[src/design/usb_port_map_params.svh]
`ifndef USB_PORT_MAP_PARAMS_SVH
`define USB_PORT_MAP_PARAMS_SVH
`define CFG_DONE_OFFSET      9'h060
`define PORT1_SC_OFFSET      9'h064
`define ISO_DONE_OFFSET      9'h130
`define ISO_SKIP_OFFSET      9'h134
`define CFG_FLAG_BIT         0
`define PTC_LSB              16
`define PTC_MSB              19
`define PIC_LSB              14
`define PIC_MSB              15
`define OWNER_BIT            13
`define POWER_BIT            12
`define LINE_DP_BIT          11
`define LINE_DM_BIT          10
`define RESET_BIT            8
`define PORT_SLEEPING_BIT             7
`define RESUME_BIT           6
`define ENABLE_BIT           2
`define CHANGE_BIT           1
`define CONNECT_BIT          0
`define ISO_DONE_RESET       32'h0000_0000
`define ISO_SKIP_RESET       32'hffff_ffff
`define POWER_STABLE_MS      20
`define CLK_MHZ              100
`define POWER_STABLE_CYCLES  (`POWER_STABLE_MS * 1000 * `CLK_MHZ)
`endif

[src/design/usb_port_map_pkg.sv]
package usb_port_map_pkg;
	typedef struct packed {
		logic [3:0] test_sel;
		logic [1:0] indicator;
		logic       owner;
		logic       power;
		logic       reset_act;
		logic       sleeping;
		logic       resume;
		logic       enabled;
		logic       change;
	} port_ctl_t;
	typedef enum logic [1:0] {
		PORT_OFF     = 2'b00,
		PORT_IDLE    = 2'b01,
		PORT_ACTIVE  = 2'b11
	} port_state_t;
endpackage

[src/design/sync2.sv]
`timescale 1ns/1ps
`default_nettype none
module sync2 #(
	parameter int W = 1
) (
	input  wire logic         clk_in,
	input  wire logic         rst_in,
	input  wire logic [W-1:0] d_in,
	output logic      [W-1:0] q_out
);
	logic [W-1:0] meta_r;
	always_ff @(posedge clk_in or posedge rst_in) begin
		if (rst_in) begin
			meta_r <= '0;
			q_out  <= '0;
		end else begin
			meta_r <= d_in;
			q_out  <= meta_r;
		end
	end
endmodule
`default_nettype wire

[src/design/usb_port_iso_regs.sv]
`timescale 1ns/1ps
`default_nettype none
`include "usb_port_map_params.svh"
module usb_port_iso_regs
	import usb_port_map_pkg::*;
(
	input  wire logic        clk_in,
	input  wire logic        rst_in,
	input  wire logic        power_control_cap_in,
	input  wire logic        indicator_cap_in,
	input  wire logic        bus_cs_in,
	input  wire logic        bus_wr_in,
	input  wire logic        bus_rd_in,
	input  wire logic [8:0]  bus_addr_in,
	input  wire logic [31:0] bus_wdata_in,
	output logic      [31:0] bus_rdata_out,
	input  wire logic        line_dp_in,
	input  wire logic        line_dm_in,
	input  wire logic        device_attached_in,
	input  wire logic        resume_k_detect_in,
	input  wire logic        port_reset_done_in,
	input  wire logic [31:0] iso_done_set_in,
	output logic      [31:0] iso_skip_out,
	output logic             routing_config_out,
	output logic      [3:0]  port_test_sel_out,
	output logic      [1:0]  port_indicator_out,
	output logic             port_owner_out,
	output logic             port_power_out,
	output logic             port_reset_out,
	output logic             port_suspend_out,
	output logic             port_enable_out
);
	logic        cfg_flag_r;
	logic        cfg_flag_d_r;
	port_ctl_t   port_r;
	logic        connect_r;
	logic [31:0] iso_done_r;
	logic [31:0] iso_skip_r;
	logic [1:0]  line_s;
	logic        attach_s;
	logic        kdet_s;
	logic        wr_cfg;
	logic        wr_port;
	logic        wr_skip;
	logic        rd_done;
	logic        can_change;
	logic [31:0] port_view;
	logic [31:0] rdata_nxt;
	port_state_t pstate;

	sync2 #(.W(4)) u_sync (
		.clk_in (clk_in),
		.rst_in (rst_in),
		.d_in   ({line_dp_in, line_dm_in, device_attached_in, resume_k_detect_in}),
		.q_out  ({line_s, attach_s, kdet_s})
	);

	assign wr_cfg  = bus_cs_in && bus_wr_in && (bus_addr_in == `CFG_DONE_OFFSET);
	assign wr_port = bus_cs_in && bus_wr_in && (bus_addr_in == `PORT1_SC_OFFSET);
	assign wr_skip = bus_cs_in && bus_wr_in && (bus_addr_in == `ISO_SKIP_OFFSET);
	assign rd_done = bus_cs_in && bus_rd_in && (bus_addr_in == `ISO_DONE_OFFSET);
	// Without power control the port is always powered, so state may change freely
	assign can_change = !power_control_cap_in || port_r.power;

	always_comb begin
		if (!port_r.power)
			pstate = PORT_OFF;
		else if (port_r.enabled)
			pstate = PORT_ACTIVE;
		else
			pstate = PORT_IDLE;
	end

	always_ff @(posedge clk_in or posedge rst_in) begin
		if (rst_in) begin
			cfg_flag_r   <= 1'b0;
			cfg_flag_d_r <= 1'b0;
		end else begin
			if (wr_cfg)
				cfg_flag_r <= bus_wdata_in[`CFG_FLAG_BIT];
			cfg_flag_d_r <= cfg_flag_r;
		end
	end

	// The controller reset loads the port defaults; software writes to the port register and the configure flag also update it
	always_ff @(posedge clk_in or posedge rst_in) begin
		if (rst_in) begin
			port_r    <= '{test_sel: 4'h0, indicator: 2'h0, owner: 1'b1, power: 1'b0,
				reset_act: 1'b0, sleeping: 1'b0, resume: 1'b0, enabled: 1'b0, change: 1'b0};
			connect_r <= 1'b0;
		end else begin
			connect_r <= attach_s;
			if (!cfg_flag_r)
				port_r.owner <= 1'b1;
			else if (!cfg_flag_d_r)
				port_r.owner <= 1'b0;
			else if (wr_port)
				port_r.owner <= bus_wdata_in[`OWNER_BIT];
			if (!power_control_cap_in)
				port_r.power <= 1'b1;
			else if (wr_port)
				port_r.power <= bus_wdata_in[`POWER_BIT];
			if (wr_port && indicator_cap_in)
				port_r.indicator <= bus_wdata_in[`PIC_MSB:`PIC_LSB];
			if (wr_port && can_change)
				port_r.test_sel <= bus_wdata_in[`PTC_MSB:`PTC_LSB];
			if (wr_port && can_change && bus_wdata_in[`RESET_BIT])
				port_r.reset_act <= 1'b1;
			else if (port_reset_done_in)
				port_r.reset_act <= 1'b0;
			// A disabled port cannot stay suspended, so a detach also ends suspend
			if (!port_r.enabled)
				port_r.sleeping <= 1'b0;
			else if (wr_port && can_change)
				port_r.sleeping <= bus_wdata_in[`PORT_SLEEPING_BIT];
			if (kdet_s)
				port_r.resume <= 1'b1;
			else if (wr_port && can_change)
				port_r.resume <= bus_wdata_in[`RESUME_BIT];
			if (!attach_s)
				port_r.enabled <= 1'b0;
			else if (port_r.reset_act && port_reset_done_in)
				port_r.enabled <= 1'b1;
			else if (wr_port && can_change && !bus_wdata_in[`ENABLE_BIT])
				port_r.enabled <= 1'b0;
			// A connect edge wins over a write-one clear in the same cycle
			if (attach_s != connect_r)
				port_r.change <= 1'b1;
			else if (wr_port && can_change && bus_wdata_in[`CHANGE_BIT])
				port_r.change <= 1'b0;
		end
	end

	always_ff @(posedge clk_in or posedge rst_in) begin
		if (rst_in) begin
			iso_done_r <= `ISO_DONE_RESET;
		end else if (rd_done) begin
			iso_done_r <= iso_done_set_in;
		end else begin
			iso_done_r <= iso_done_r | iso_done_set_in;
		end
	end

	always_ff @(posedge clk_in or posedge rst_in) begin
		if (rst_in)
			iso_skip_r <= `ISO_SKIP_RESET;
		else if (wr_skip)
			iso_skip_r <= bus_wdata_in;
	end

	always_comb begin
		port_view = 32'h0000_0000;
		port_view[`PTC_MSB:`PTC_LSB] = port_r.test_sel;
		port_view[`PIC_MSB:`PIC_LSB] = port_r.indicator;
		port_view[`OWNER_BIT]   = port_r.owner;
		port_view[`POWER_BIT]   = port_r.power;
		port_view[`LINE_DP_BIT] = line_s[1];
		port_view[`LINE_DM_BIT] = line_s[0];
		if (port_r.power) begin
			port_view[`RESET_BIT]   = port_r.reset_act;
			port_view[`PORT_SLEEPING_BIT]    = port_r.sleeping;
			port_view[`RESUME_BIT]  = port_r.resume;
			port_view[`ENABLE_BIT]  = port_r.enabled;
			port_view[`CHANGE_BIT]  = port_r.change;
			port_view[`CONNECT_BIT] = connect_r;
		end
		rdata_nxt = 32'h0000_0000;
		if (bus_cs_in && bus_rd_in) begin
			case (bus_addr_in)
				`CFG_DONE_OFFSET: rdata_nxt = {31'h0, cfg_flag_r};
				`PORT1_SC_OFFSET: rdata_nxt = port_view;
				`ISO_DONE_OFFSET: rdata_nxt = iso_done_r;
				`ISO_SKIP_OFFSET: rdata_nxt = iso_skip_r;
				default:          rdata_nxt = 32'h0000_0000;
			endcase
		end
	end

	always_ff @(posedge clk_in or posedge rst_in) begin
		if (rst_in) begin
			bus_rdata_out      <= 32'h0000_0000;
			iso_skip_out       <= `ISO_SKIP_RESET;
			routing_config_out <= 1'b0;
			port_test_sel_out  <= 4'h0;
			port_indicator_out <= 2'h0;
			port_owner_out     <= 1'b1;
			port_power_out     <= 1'b0;
			port_reset_out     <= 1'b0;
			port_suspend_out   <= 1'b0;
			port_enable_out    <= 1'b0;
		end else begin
			bus_rdata_out      <= rdata_nxt;
			iso_skip_out       <= iso_skip_r;
			routing_config_out <= cfg_flag_r;
			port_test_sel_out  <= port_r.test_sel;
			port_indicator_out <= port_r.indicator;
			port_owner_out     <= port_r.owner;
			port_power_out     <= port_r.power;
			port_reset_out     <= port_r.reset_act && (pstate != PORT_OFF);
			port_suspend_out   <= port_r.sleeping && (pstate == PORT_ACTIVE);
			port_enable_out    <= (pstate == PORT_ACTIVE);
		end
	end

	property p_owner_forced;
		@(posedge clk_in) disable iff (rst_in) !cfg_flag_r |=> port_r.owner;
	endproperty
	a_owner_forced: assert property (p_owner_forced) else $error("owner not forced high");
	property p_owner_rise;
		@(posedge clk_in) disable iff (rst_in) (cfg_flag_r && !cfg_flag_d_r) |=> !port_r.owner;
	endproperty
	a_owner_rise: assert property (p_owner_rise) else $error("owner not cleared on flag rise");
	property p_routing;
		@(posedge clk_in) disable iff (rst_in) 1'b1 |=> routing_config_out == $past(cfg_flag_r);
	endproperty
	a_routing: assert property (p_routing) else $error("routing output wrong");
	// Checked at the bus output so the masking is seen as software sees it
	property p_unpowered_zero;
		@(posedge clk_in) disable iff (rst_in)
			(bus_cs_in && bus_rd_in && (bus_addr_in == `PORT1_SC_OFFSET) && !port_r.power)
			|=> (bus_rdata_out & 32'h0000_01c7) == 32'h0000_0000;
	endproperty
	a_unpowered_zero: assert property (p_unpowered_zero) else $error("status visible without power");
	property p_blocked;
		@(posedge clk_in) disable iff (rst_in)
			(wr_port && power_control_cap_in && !port_r.power) |=> $stable(port_r.test_sel);
	endproperty
	a_blocked: assert property (p_blocked) else $error("write took effect unpowered");
	property p_indicator;
		@(posedge clk_in) disable iff (rst_in) !indicator_cap_in |=> $stable(port_r.indicator);
	endproperty
	a_indicator: assert property (p_indicator) else $error("indicator changed without capability");
	property p_done_keep;
		@(posedge clk_in) disable iff (rst_in) rd_done |=> iso_done_r == $past(iso_done_set_in);
	endproperty
	a_done_keep: assert property (p_done_keep) else $error("read clear lost a completion");
	property p_done_set;
		@(posedge clk_in) disable iff (rst_in) !rd_done |=> (iso_done_r & $past(iso_done_set_in)) == $past(iso_done_set_in);
	endproperty
	a_done_set: assert property (p_done_set) else $error("completion bit not set");
	property p_change;
		@(posedge clk_in) disable iff (rst_in) (attach_s != connect_r) |=> port_r.change;
	endproperty
	a_change: assert property (p_change) else $error("connect change missed");

	// Power and port control fields
	property p_power_forced;
		@(posedge clk_in) disable iff (rst_in) !power_control_cap_in |=> port_r.power;
	endproperty
	a_power_forced: assert property (p_power_forced) else $error("power not forced without control");
	property p_unpowered_out;
		@(posedge clk_in) disable iff (rst_in)
			!port_r.power |=> !port_reset_out && !port_suspend_out && !port_enable_out;
	endproperty
	a_unpowered_out: assert property (p_unpowered_out) else $error("port output active without power");
	property p_test_write;
		@(posedge clk_in) disable iff (rst_in)
			(wr_port && can_change) |=> port_r.test_sel == $past(bus_wdata_in[`PTC_MSB:`PTC_LSB]);
	endproperty
	a_test_write: assert property (p_test_write) else $error("test select write lost");
	property p_test_out;
		@(posedge clk_in) disable iff (rst_in) 1'b1 |=> port_test_sel_out == $past(port_r.test_sel);
	endproperty
	a_test_out: assert property (p_test_out) else $error("test select output wrong");
	property p_indicator_out;
		@(posedge clk_in) disable iff (rst_in) 1'b1 |=> port_indicator_out == $past(port_r.indicator);
	endproperty
	a_indicator_out: assert property (p_indicator_out) else $error("indicator output wrong");

	// Reset, suspend, resume and enable
	property p_reset_start;
		@(posedge clk_in) disable iff (rst_in)
			(wr_port && can_change && bus_wdata_in[`RESET_BIT]) |=> port_r.reset_act;
	endproperty
	a_reset_start: assert property (p_reset_start) else $error("port reset not started");
	property p_reset_end;
		@(posedge clk_in) disable iff (rst_in)
			(port_reset_done_in && !(wr_port && can_change && bus_wdata_in[`RESET_BIT])) |=> !port_r.reset_act;
	endproperty
	a_reset_end: assert property (p_reset_end) else $error("port reset not ended");
	property p_sleep_enable;
		@(posedge clk_in) disable iff (rst_in) !port_r.enabled |=> !port_r.sleeping;
	endproperty
	a_sleep_enable: assert property (p_sleep_enable) else $error("disabled port left suspended");
	property p_resume_k;
		@(posedge clk_in) disable iff (rst_in) kdet_s |=> port_r.resume;
	endproperty
	a_resume_k: assert property (p_resume_k) else $error("resume state not flagged");
	property p_enable_drop;
		@(posedge clk_in) disable iff (rst_in) !attach_s |=> !port_r.enabled;
	endproperty
	a_enable_drop: assert property (p_enable_drop) else $error("port enabled with no device");
	property p_enable_by_reset;
		@(posedge clk_in) disable iff (rst_in) $rose(port_r.enabled) |-> $past(port_r.reset_act && port_reset_done_in);
	endproperty
	a_enable_by_reset: assert property (p_enable_by_reset) else $error("port enabled without reset");
	property p_enable_out;
		@(posedge clk_in) disable iff (rst_in) 1'b1 |=> port_enable_out == $past(port_r.power && port_r.enabled);
	endproperty
	a_enable_out: assert property (p_enable_out) else $error("enable output wrong");

	// Line levels, connect status and the maps
	property p_line_read;
		@(posedge clk_in) disable iff (rst_in) (bus_cs_in && bus_rd_in && (bus_addr_in == `PORT1_SC_OFFSET))
			|=> bus_rdata_out[`LINE_DP_BIT:`LINE_DM_BIT] == $past(line_s);
	endproperty
	a_line_read: assert property (p_line_read) else $error("line levels read wrong");
	property p_connect_follow;
		@(posedge clk_in) disable iff (rst_in) 1'b1 |=> connect_r == $past(attach_s);
	endproperty
	a_connect_follow: assert property (p_connect_follow) else $error("connect status stale");
	property p_done_read;
		@(posedge clk_in) disable iff (rst_in) rd_done |=> bus_rdata_out == $past(iso_done_r);
	endproperty
	a_done_read: assert property (p_done_read) else $error("completion map read wrong");
	property p_skip_write;
		@(posedge clk_in) disable iff (rst_in) wr_skip |=> iso_skip_r == $past(bus_wdata_in);
	endproperty
	a_skip_write: assert property (p_skip_write) else $error("skip map write lost");

	c_rise: cover property (@(posedge clk_in) disable iff (rst_in) cfg_flag_r && !cfg_flag_d_r);
	c_read_clear: cover property (@(posedge clk_in) disable iff (rst_in) rd_done && iso_done_r != 32'h0);
	c_enable: cover property (@(posedge clk_in) disable iff (rst_in) pstate == PORT_ACTIVE);
	c_test_mode: cover property (@(posedge clk_in) disable iff (rst_in) port_r.test_sel != 4'h0);
	c_reset_done: cover property (@(posedge clk_in) disable iff (rst_in) port_r.reset_act && port_reset_done_in);
endmodule
`default_nettype wire

[config.mk]
export PLATFORM = sky130hd
export DESIGN_NAME = usb_port_iso_regs
export DESIGN_NICKNAME = d
export VERILOG_FILES = /design/src/design/usb_port_map_pkg.sv /design/src/design/sync2.sv /design/src/design/usb_port_iso_regs.sv
export VERILOG_INCLUDE_DIRS = /design/src /design/src/design
export SDC_FILE = /design/constraint.sdc
export NUM_CORES = 1
export LEC_CHECK = 0
export BUFFER_PORTS_ARGS = -buffer_cell sky130_fd_sc_hd__buf_4
export CORE_MARGIN = 1.5
export CORE_UTILIZATION = 55
export CTS_CLUSTER_DIAMETER = 40
export DETAILED_ROUTE_END_ITERATION = 12
export GPL_TIMING_DRIVEN = 0
export PLACE_DENSITY = 0.83
export SLEW_MARGIN = 20
export SYNTH_ARGS = -nofsm -noshare
export SYNTH_HDL_FRONTEND = slang
export SYNTH_SLANG_ARGS = --single-unit
[constraint.sdc]
create_clock -name clk_in -period 14.1 [get_ports clk_in]
set_clock_uncertainty 0.15 [all_clocks]
set_input_delay 2.115 -clock clk_in [delete_from_list [all_inputs] [get_ports clk_in]]
set_output_delay 2.115 -clock clk_in [all_outputs]
set_load 0.005 [all_outputs]
# After elaboration in Yosys (flattened, before gate mapping)
# Cells that the tools add are included.
# totals
ff_bits	163
out_inout_bits	76
# op_classes
n_eq_ne	10
bitwise	1
n_reduce_logical	21
mux	23
# ops
op	count
$pmux 32 s4	1
$mux 32	2
$or 32x32->32	1
$eq 9x7->1 const B	2
$eq 9x9->1 const B	2
$mux 1	16
$logic_and 1x1->1	14
$reduce_bool 2->1	4
$mux 3	2
$mux 2	2
$ne 2x1->1 const B	2
$ne 3x2->1 const B	1
$ne 3x3->1 const B	1
$eq 2x2->1 const B	1
$logic_not 1->1	2
$logic_or 1x1->1	1
$ne 1x1->1	1

# Depth between registers and ports, before layout
# Gate-level depths: netlist (run 1).
# logic_depth
ltp_word	7
depth_mapped	6

# Modules after synthesis
# From an unflattened synthesis (run 1), not the netlist that was laid out.
# hier_totals
cells_unflattened	387
hier_area_um2	5800.6
# by_module_without_submodules
mod	area_each_um2	seq_area_each_um2	instances	cells_each
usb_port_iso_regs	5596.6	3961.3	1	378
sync2	203.9	200.2	1	9

# Worst setup path after synthesis (run 1)
# No wires, ideal clock.
# synth_timing
path_type	input -> register
from	input port bus_addr_in[2]
to	register iso_skip_r[19]
required_time_ns	13.868
setup_time_ns	0.082
setup_slack_ns	10.220
stages	5
n_path_buf	2
arrival_time_ns	3.648
cell_sequence	buf_4 or4b_4 nor4_4 buf_6 mux2_2
# synth_between
elab_chain_cells	2
# synth_rtl
item	line_no	source
from (decl)	usb_port_iso_regs.sv:14	input wire logic [8:0] bus_addr_in,
$eq 9x9->1	--	
$logic_and 1x1->1	usb_port_iso_regs.sv:60	assign wr_skip = bus_cs_in && bus_wr_in && (bus_addr_in == `ISO_SKIP_OFFSET);
to (signal assigned)	usb_port_iso_regs.sv:146	iso_skip_r <= `ISO_SKIP_RESET;
to (signal assigned)	usb_port_iso_regs.sv:148	iso_skip_r <= bus_wdata_in;
to (decl)	usb_port_iso_regs.sv:38	logic [31:0] iso_skip_r;
# No other way between the ends.
# A chain may end at the register's enable or synchronous reset.

# Worst setup path in the final report (run 1)
# layout_timing
from	input port bus_addr_in[1]
to	register bus_rdata_out[15]
# layout_between
elab_chain_cells	3
word_cells_on_any_way	6
classes_between	eq/ne: 4; mux: 2
# layout_rtl
item	line_no	source
$eq 9x9->1 / $eq 9x7->1 (equally long branches)	usb_port_iso_regs.sv:169	case (bus_addr_in)
$pmux 32 s4 (*)	usb_port_iso_regs.sv:169	
$mux 32 (*)	usb_port_iso_regs.sv:168	if (bus_cs_in && bus_rd_in) begin
named net rdata_nxt[15]	usb_port_iso_regs.sv:48	logic [31:0] rdata_nxt;
to (signal assigned)	usb_port_iso_regs.sv:192	bus_rdata_out <= rdata_nxt;
to (decl)	usb_port_iso_regs.sv:16	output logic [31:0] bus_rdata_out,
# The timed path passes the listed nets; every way through them passes the cells marked *.

==> metrics.cfg, run 1 <==
[final_layout]
regArea_sq_um=4160
final_area_sq_um=7770
multiInputGateArea_sq_um=1570
fin_nets=648
final_common_cell=buf_4
drive_gt1_share_pct=55.9
diodes=0
n_fill_cell=654
final_cell_mix=160 x buf_4, 97 x dfrtp_1, 66 x dfstp_2, 53 x mux2_2, 39 x nor2_1
syn2layout_area_growth_pct=32.9

[clock_tree]
htreeDepth=4
hold_buffers=0
clk_pin_slew_ns=0.06
clockBufferDepth=2
cts-root-buf=clkbuf_8
cts_buffers=17
post_cts_resized=0
cts_tree=done
clock_sinks=163
cts_setup_buffers=0
worstSkewPairLatency_ns=0.53

[setup_path]
cp_num_buf_inv=2
required_ns=14.41
cp_slowest_cell=nor3_1
cp-start-kind=input port
r2r_cells=5
cp_cell_sequence=buf_4 -> or3_1 -> nor3_1 -> clkbuf_1 -> a22oi_1 -> nor2_1
critPathMaxStageDelay_ns=0.86
r2r-end=port_r[1]$_DFFE_PP0P_
r2r_slack_ns=12.17
critPathKind=in2reg
path_max_fanout=10
arrival_ns=4.37
endpoint_kind=flop
rr_startpoint=port_r[5]$_DFFE_PP0P_
path_delay_family=simple AND/OR/NAND/NOR gates

[timing]
hold_viol_final=0
setup_tns_ns=0
rsz0062_at_grt=no
setup_violations=0
finalWorstPathRequiredPeriod_ns=4.06
drv_slew=0
tightestPinTransition_ns=1.09
timing.fmax_mhz=246
timing.final.crit_share_pct=28.8
slew_headroom_pct=26.9

[power]
vdd_ir_drop_max_v=0.0000992
power_density_nw_per_um2=119
leakagePower_uw=0.00359

[routing]
vias_per_cell=5.37
routed_wl_um=13400
drt-pass1-iter-count=4
routedWlPerCell_um=18.9
remaining_drc_errors=0
via_count=3822
drt_iter0_drc=168
postRouteAntennaNets=0

[synthesis]
synthCells=384
netlist.area_leader.share_pct=41.5
syn-num-nets=469
synth_async_sr_flop_share_pct=100
syn_area_sq_um=5850
synth_largest_area_cell=dfrtp_1
yosysSeqAreaShare_pct=71.2
syn_area_per_cell_sq_um=15.2
ys.flop_type=dfrtp_1
synth_edf_count=0
ys_ff_latch=163
synth.distinct_cells=40
yosysWarnings=0
synth.area.top_cells=dfrtp_1 42%, dfstp_2 30%, mux2_2 10%, a21o_1 4.1%, mux2i_1 3.3%

[placed_design]
gp_congestion=0.776
hpwl_um=9100
io_buffers=159
placed_area_sq_um=7250

[floorplanning]
rows=37
dieWidth_um=106
dieHeight_um=106
io_pins=161
initial_core_util_pct=56.6
coreArea_sq_um=10300
die_area_sq_um=11300

[worst_hold_path]
min_to=u_sync.q_out[2]$_DFF_PP0_
hold_class=reg2reg
min-delay-start=u_sync.meta_r[2]$_DFF_PP0_
min_delay_path_depth=0

[grt]
grtUsageTotal_pct=25.5
gr-total-overflow=0
antenna_found_initial=0
grt_max_degree=102
grt_pass1_vias=4152
grt_first_pass_wirelength_um=21100

[outcome]
status=completed

[run]
maxCapViolations=0

==> layout make-up <==
class | count | share of cell area [%]
clock inverters | 10 | 0.773
multi-input cells | 198 | 20.2
inverters | 7 | 0.435
flip-flops and latches | 163 | 53.6
repair buffers | 160 | 15.7
plain buffers | 16 | 1.14
clock buffers | 22 | 5.96
well taps | 136 | 2.19
==> worst max-delay path by stage <==
stage          cells past startpoint                           to      startpoint
2_1_floorplan                      1   bus_rdata_out[0]$_DFF_PP0_          rst_in
3_3_place_gp                       2      iso_done_r[8]$_DFF_PP0_          rst_in
3_5_place_dp                       6  bus_rdata_out[15]$_DFF_PP0_  bus_addr_in[1]
4_1_cts                            6  bus_rdata_out[15]$_DFF_PP0_  bus_addr_in[1]
5_1_grt                            7  bus_rdata_out[18]$_DFF_PP0_  bus_addr_in[7]
6_report                           6  bus_rdata_out[15]$_DFF_PP0_  bus_addr_in[1]
==> cells by family (layout without fill, tap and decap cells) <==
logic type / after synthesis / count (layout) / synth area share [%]
simple gates: 69 / 69 / 6.01
buf+inv: 23 / 215 / 1.97
mux: 73 / 73 / 13.6
flops: 163 / 163 / 71.2
compound gates: 56 / 56 / 7.21
==> report_power, final <==
| group | internal [uW] | leakage (uW) | switching, uW |
|---|---|---|---|
| combinational | 24.5 | 0.00151 | 21.6 |
| clock | 228 | 0.000252 | 176 |
| sequential | 475 | 0.00183 | 2.46 |
| total | 728 | 0.00359 | 200 |
==> through the flow <==
stage / util [%] / total power (uW) / hold WS, ns / setup WS, ns / instances
2_1_floorplan: - / 504 / 0.181 / 7.54 / 384
3_3_place_gp: 69.9 / 529 / 0.183 / 6.17 / 679
3_5_place_dp: 70.2 / 532 / 0.185 / 9.55 / 680
4_1_cts: 75.3 / 933 / 0.200 / 10.06 / 712
5_1_grt: 75.3 / 958 / 0.201 / 9.90 / 712
6_report: 75.3 / 928 / 0.199 / 10.04 / 712
==> metal layers <==
layer | wire (um) | GRT usage [%] | up-vias | share of wire (%)
met3 | 1140 | 9.56 | 24 | 8.5
met1 | 5390 | 30.4 | 1925 | 40
met2 | 6660 | 42.4 | 178 | 50
met4 | 247 | 9.17 | 0 | 1.8
met5 | 0 | 0 | - | 0
li1 | - | - | 1695 | -
==> Yosys cell counts, drive strengths merged, types with 2 or more instances <==
cell type  number
o22ai           2
mux2i          19
nor2           39
mux2           54
a32oi           4
nand2           9
nand3           3
nand4           2
dfrtp          97
buf             7
a21o           32
nor4            2
nor3            3
and2            2
nand3b          2
dfstp          66
clkbuf          9
inv             7
a22oi          11
==> state kept, by name, indices dropped and copies added, names as in the netlist, 2 cells and up <==
name,cells
bus_rdata_out,32
u_sync.q_out,4
port_test_sel_out,4
u_sync.meta_r,4
port_r,13
iso_skip_r,32
iso_done_r,32
iso_skip_out,32
port_indicator_out,2
No activity file was read; power rests on OpenSTA's default activity.
==> inputs of run 2 (changes only) <==
ABC_AREA = 1   (was unset)
CORE_UTILIZATION = 47   (was 55)
PLACE_DENSITY = 0.75   (was 0.83)
clock period = 3.3 ns   (was 14.1 ns; I/O delays follow)
==> metrics.cfg, run 2 <==
[outcome]
status=completed  ; unchanged

[synthesis]
synthSimpleGateAreaFrac_pct=14.7  ; was 6.01%
synth.area.top_cells=dfrtp_1 40%, dfstp_2 28%, nand2_1 9.7%, inv_1 4.4%, o21bai_1 3.9%  ; was dfrtp_1 42%, dfstp_2 30%, mux2_2 10%, a21o_1 4.1%, mux2i_1 3.3%
ys.flop_type=dfrtp_1  ; unchanged
syn_area_per_cell_sq_um=10.8  ; was 15.2 sq um
synth_common_cells=158 x nand2_1, 97 x dfrtp_1, 72 x inv_1, 66 x dfstp_2, 32 x o21bai_1  ; was 97 x dfrtp_1, 66 x dfstp_2, 53 x mux2_2, 39 x nor2_1, 32 x a21o_1
synth_compound_area_share_pct=9.87  ; was 7.21%
synthAdderAreaFrac_pct=0  ; unchanged
synth_edf_count=0  ; unchanged
netlist.area_leader.share_pct=39.8  ; was 41.5%
synth.most_common_cell=nand2_1  ; was dfrtp_1
synth_async_sr_flop_share_pct=100  ; unchanged
yosysWarnings=0  ; unchanged
synth.distinct_cells=30  ; was 40
syn-num-nets=647  ; was 469
synth-xor-area-share_pct=0.144  ; was 0%
synthCells=562  ; was 384
synth_largest_area_cell=dfrtp_1  ; unchanged
synth_top_family_by_area=simple AND/OR/NAND/NOR gates  ; was multiplexers
ys_ff_latch=163  ; unchanged
synthMuxAreaShare_pct=0  ; was 13.6%
syn_area_sq_um=6100  ; was 5850 sq um
yosysSeqAreaShare_pct=68.3  ; was 71.2%

[grt]
grtUsageTotal_pct=22.8  ; was 25.5%
gr-total-overflow=0  ; unchanged
grt_max_degree=37  ; was 102
grt_pass1_vias=4725  ; was 4152
antenna_found_initial=0  ; unchanged
grt_first_pass_wirelength_um=23200  ; was 21100 um

[setup_path]
required_ns=2.65  ; was 14.41 ns
arrival_ns=1.04  ; was 4.37 ns
cp-start-kind=flop  ; was input port
critPathKind=reg2out  ; was in2reg
cp_cell_sequence=buf_4  ; was buf_4 -> or3_1 -> nor3_1 -> clkbuf_1 -> a22oi_1 -> nor2_1
critPathMaxStageDelay_ns=0.53  ; was 0.86 ns
path_delay_family=flip-flops  ; was simple AND/OR/NAND/NOR gates
path_max_fanout=1  ; was 10
endpoint_kind=output pin  ; was flop
cp_num_buf_inv=1  ; was 2
cp_slowest_cell=dfstp_2  ; was nor3_1

[power]
seqPwrFrac_pct=49.5  ; was 51.5%
switching_share_pct=21.2  ; was 21.5%
power.internal_uw=3270  ; was 728 uW
p_sw_uw=881  ; was 200 uW
comb_power_share_pct=4.7  ; was 5.0%
clkPwrFrac_pct=45.7  ; was 43.5%
power_density_nw_per_um2=506  ; was 119 nW/um^2
vdd_ir_drop_max_v=0.000354  ; was 0.0000992 V
leakagePower_uw=0.00433  ; was 0.00359 uW

[final_layout]
final_cell_mix=162 x buf_4, 158 x nand2_1, 97 x dfrtp_1, 71 x inv_1, 66 x dfstp_2  ; was 160 x buf_4, 97 x dfrtp_1, 66 x dfstp_2, 53 x mux2_2, 39 x nor2_1
final_common_cell=buf_4  ; unchanged
fin_nets=832  ; was 648
final_area_sq_um=8210  ; was 7770 sq um
fin_util_pct=65.1  ; was 75.3%
diodes=0  ; unchanged
regArea_sq_um=4160  ; unchanged
n_fill_cell=987  ; was 654
syn2layout_area_growth_pct=34.7  ; was 32.9%
multiInputGateArea_sq_um=1510  ; was 1570 sq um
fin_cells=932  ; was 712
drive_gt1_share_pct=40.3  ; was 55.9%

[routing]
wl_met1_um=6120  ; was 5390 um
routed_wl_um=14700  ; was 13400 um
remaining_drc_errors=0  ; unchanged
routedWlPerCell_um=15.7  ; was 18.9 um
via_count=4574  ; was 3822
drt_iter0_drc=325  ; was 168
highest_layer=met4  ; unchanged
postRouteAntennaNets=0  ; unchanged
wl_met2_um=7520  ; was 6660 um
drt-pass1-iter-count=5  ; was 4
vias_per_cell=4.91  ; was 5.37
wl_met3_um=729  ; was 1140 um

[clock_tree]
worstSkewPairLatency_ns=0.41  ; was 0.53 ns
post_cts_resized=0  ; unchanged
htreeDepth=4  ; unchanged
cts_buffers=17  ; unchanged
cts_setup_buffers=0  ; unchanged
cts_tree=done  ; unchanged
cts-root-buf=clkbuf_16  ; was clkbuf_8
clock_sinks=163  ; unchanged
clockBufferDepth=2  ; unchanged
clk_pin_slew_ns=0.06  ; about the same

[floorplanning]
dieWidth_um=117  ; was 106 um
initial_core_util_pct=48.3  ; was 56.6%
rows=41  ; was 37
coreArea_sq_um=12600  ; was 10300 sq um
die_area_sq_um=13700  ; was 11300 sq um
dieHeight_um=117  ; was 106 um
io_pins=161  ; unchanged

[timing]
drv_slew=0  ; unchanged
timing.final.crit_share_pct=51.1
tightestPinTransition_ns=0.484  ; was 1.09 ns
finalWorstPathRequiredPeriod_ns=1.69
hold_viol_final=0  ; unchanged
slew_headroom_pct=67.7  ; was 26.9%
setup_tns_ns=0  ; unchanged
timing.fmax_mhz=593
setup_violations=0  ; unchanged
rsz0062_at_grt=no  ; unchanged
layout_setup_ws_ns=1.61  ; was 10.04 ns

[placed_design]
io_buffers=160  ; was 159
gp_congestion=0.814  ; was 0.776
preCtsSetupSlack_ns=1.17  ; was 9.55 ns
placed_area_sq_um=7620  ; was 7250 sq um
hpwl_um=10700  ; was 9100 um
place_inst=899  ; was 680

[worst_hold_path]
hold_class=in2reg  ; was reg2reg

[run]
maxCapViolations=0  ; unchanged

==> run 2: cell types whose count changed in the layout (fill, tap and decap cells not counted), sizes merged, moves of 18 or more <==
cell | before | now
a21o | 32 | 0
a21oi | 1 | 21
buf | 167 | 185
inv | 7 | 75
mux2 | 54 | 0
mux2i | 19 | 0
nand2 | 9 | 160
nand3 | 3 | 31
nor2 | 39 | 19
o21ai | 1 | 19
o21bai | 1 | 32
==> run 2: metal layers <==
metal | up-vias | global-route usage, %
met1 | 2250 | 28.7
met4 | 0 | 9.56
met2 | 185 | 38.8
li1 | 2116 | -
met5 | - | 0
met3 | 23 | 4.63
==> run 2: timing repair <==
action | CTS | global route
setup endpoints to repair | 0 | 0
hold endpoints to repair | 10 | 0
hold buffers | 1 | 0
==> run 2: cell families after synthesis <==
kind of cell           after synthesis
XOR/XNOR                             1
flip-flops                         163
AO/OA/AOI/OAI                       87
buffers and inverters               98
AND/OR/NAND/NOR                    213
==> run 2: power groups by stage <==
| stage | registers (uW) | clock network [uW] | logic [uW] |
|---|---|---|---|
| floorplan | 2090 | 0 | 64.8 |
| global placement | 2090 | 0 | 179 |
| detailed placement | 2090 | 0 | 198 |
| CTS | 2060 | 1920 | 200 |
| global route | 2060 | 2020 | 218 |
| finish | 2060 | 1900 | 197 |
==> run 2: final timing paths <==
path	startpoint	endpoint	slack (ns)	cells after the start
min reg2reg	u_sync.meta_r[1]$_DFF_PP0_	u_sync.q_out[1]$_DFF_PP0_	0.20	0
max in group asynchronous	rst_in	iso_skip_out[2]$_DFF_PP1_	1.71	5
min	device_attached_in	u_sync.meta_r[1]$_DFF_PP0_	0.04	1
max reg2reg	port_r[5]$_DFFE_PP0P_	port_r[12]$_DFFE_PP0P_	1.81	6
min in group asynchronous	rst_in	bus_rdata_out[18]$_DFF_PP0_	0.50	3
max	iso_skip_out[20]$_DFF_PP1_	iso_skip_out[20]	1.61	1
==> run 2: stage by stage <==
step | power, uW | hold slack, ns
final | 4160 | 0.0420
after global routing | 4300 | 0.0148
after CTS | 4180 | 0.0302
after detailed placement | 2290 | 0.186
after global placement | 2270 | 0.184
after floorplan | 2150 | 0.181
==> run 2: area by class of cell <==
type                       count  share of cell area, %
buffer                        22                   1.75
clock buffer                  23                   5.94
clock inverter                 9                   1.16
inverter                      76                   3.54
multi-input combinational    301                   18.3
sequential                   163                   50.7
tap                          172                   2.62
timing repair buffer         166                   16.0
==> inputs of run 3 (changes only) <==
CORE_UTILIZATION = 52   (was 47)
PLACE_DENSITY = 0.79   (was 0.75)
clock period = 1.65 ns   (was 3.3 ns; I/O delays follow)
==> metrics.cfg, run 3 (synthesis results as in run 2) <==
[final_layout]
final_cell_mix=162 x buf_4, 158 x nand2_1, 97 x dfrtp_1, 71 x inv_1, 71 x dlygate4sd3_1  ; was 162 x buf_4, 158 x nand2_1, 97 x dfrtp_1, 71 x inv_1, 66 x dfstp_2
fin_nets=903  ; was 832
regArea_sq_um=4160  ; unchanged
fin_cells=974  ; was 932
final_area_sq_um=8860  ; was 8210 sq um
n_fill_cell=712  ; was 987
final_common_cell=buf_4  ; unchanged
multiInputGateArea_sq_um=1510  ; unchanged
syn2layout_area_growth_pct=45.3  ; was 34.7%
drive_gt1_share_pct=37.1  ; was 40.3%
diodes=0  ; unchanged

[timing]
slew_headroom_pct=43.6  ; was 67.7%
hold_viol_final=0  ; unchanged
setup_violations=0  ; unchanged
timing.fmax_mhz=686
rsz0062_at_grt=no  ; unchanged
finalWorstPathRequiredPeriod_ns=1.46
tightestPinTransition_ns=0.841  ; was 0.484 ns
drv_slew=0  ; unchanged
timing.final.crit_share_pct=88.4

[routing]
drt_iter0_drc=285  ; was 325
remaining_drc_errors=0  ; unchanged
routed_wl_um=16900  ; was 14700 um
postRouteAntennaNets=0  ; unchanged
via_count=4979  ; was 4574
drt-pass1-iter-count=5  ; unchanged
routedWlPerCell_um=17.3  ; was 15.7 um
vias_per_cell=5.11  ; was 4.91

[setup_path]
endpoint_kind=output pin  ; unchanged
critPathMaxStageDelay_ns=0.54  ; was 0.53 ns
path_delay_family=flip-flops  ; unchanged
cp-start-kind=flop  ; unchanged
cp_num_buf_inv=1  ; unchanged
cp_slowest_cell=dfstp_2  ; unchanged
path_max_fanout=1  ; unchanged
arrival_ns=1.06  ; was 1.04 ns
required_ns=1.25  ; was 2.65 ns
cp_cell_sequence=buf_4  ; unchanged
critPathKind=reg2out  ; unchanged

[placed_design]
place_inst=870  ; was 899
hpwl_um=10700  ; about the same
gp_congestion=0.811  ; was 0.814
placed_area_sq_um=7600  ; was 7620 sq um
io_buffers=160  ; unchanged

[grt]
grt_max_degree=35  ; was 37
gr-total-overflow=0  ; unchanged
grtUsageTotal_pct=27.9  ; was 22.8%
grt_pass1_vias=5352  ; was 4725
antenna_found_initial=0  ; unchanged
grt_first_pass_wirelength_um=26600  ; was 23200 um

[floorplanning]
rows=39  ; was 41
io_pins=161  ; unchanged
dieHeight_um=111  ; was 117 um
initial_core_util_pct=53.4  ; was 48.3%
dieWidth_um=111  ; was 117 um
die_area_sq_um=12400  ; was 13700 sq um
coreArea_sq_um=11400  ; was 12600 sq um

[power]
leakagePower_uw=0.00461  ; was 0.00433 uW
vdd_ir_drop_max_v=0.000584  ; was 0.000354 V
power_density_nw_per_um2=937  ; was 506 nW/um^2

[clock_tree]
worstSkewPairLatency_ns=0.42  ; was 0.41 ns
clockBufferDepth=2  ; unchanged
cts_tree=done  ; unchanged
post_cts_resized=0  ; unchanged
htreeDepth=4  ; unchanged
cts-root-buf=clkbuf_16  ; unchanged
clock_sinks=163  ; unchanged
cts_setup_buffers=0  ; unchanged
clk_pin_slew_ns=0.06  ; about the same
cts_buffers=17  ; unchanged

[worst_hold_path]
hold_class=in2reg  ; unchanged

[run]
maxCapViolations=0  ; unchanged

[outcome]
status=completed  ; unchanged

run 3: cell types whose count changed in the layout (fill, tap and decap cells not counted), sizes merged:
cell / before / now
clkinv: 4 / 7
clkbuf: 25 / 21
dlygate4sd3: 1 / 71
inv: 75 / 76
clkinvlp: 5 / 7
bufinv: 1 / 0
run 3: worst paths after layout:
path                       slack (ns)                    endpoint                       start  depth (start not counted)
setup / recovery                 0.19            iso_skip_out[20]  iso_skip_out[20]$_DFF_PP1_                          1
hold / removal                  0.009       port_r[8]$_DFFE_PP0P_            indicator_cap_in                          4
hold reg to reg                  0.20   u_sync.q_out[0]$_DFF_PP0_  u_sync.meta_r[0]$_DFF_PP0_                          0
min in group asynchronous        0.32    iso_done_r[21]$_DFF_PP0_                      rst_in                          3
max in group asynchronous        0.22  iso_skip_out[12]$_DFF_PP1_                      rst_in                          5
setup reg to reg                 0.25      port_r[12]$_DFFE_PP0P_       port_r[5]$_DFFE_PP0P_                          6
run 3: timing repair:
item / CTS / global route
endpoints found under the hold margin: 96 / 0
hold buffers: 71 / 0
setup endpoints to repair: 0 / 12
run 3: worst min-delay path: cells and delay by family:
family	cells	cell delay [ns]
buffers and inverters	1	0.08
AOI/OAI and AO/OA	1	0.07
and+or+nand+nor	2	0.14
run 3: layout make-up:
class,count,share of cell area [%]
plain buffers,22,1.62
inverters,76,3.28
well taps,143,2.02
repair inverters,1,0.0565
multi-input cells,301,17.0
clock inverters,13,1.17
clock buffers,19,5.00
flip-flops and latches,163,47.0
repair buffers,236,22.9
run 3: per-layer routing:
metal / up-vias / part of all wire [%] / GRT usage (%)
li1: 2273 / - / -
met1: 2459 / 38 / 32.8
met2: 200 / 53 / 49.5
met3: 47 / 5.6 / 6.01
met4: 0 / 3.0 / 11.8
met5: - / 0 / 0
run 3: metrics by stage:
stage | hold WS [ns] | worst slack (ns) | TNS (ns) | utilization (%) | power, uW
after detailed placement | 0.186 | -0.166 | -5.20 | 66.5 | 4590
after floorplan | 0.129 | -0.764 | -92.21 | - | 4300
final | 0.00876 | 0.192 | 0 | 77.6 | 8300
after global placement | 0.183 | -1.58 | -213.89 | 65.5 | 4540
after global routing | 0.0295 | 0.124 | 0 | 77.6 | 8550
after CTS | 0.00585 | 0.0414 | 0 | 77.5 | 8290
run 3: where the power goes:
group,internal [uW],total [uW],switching [uW]
logic,322,548,227
registers,4080,4120,36.6
clock network,1980,3630,1650
total,6390,8300,1910
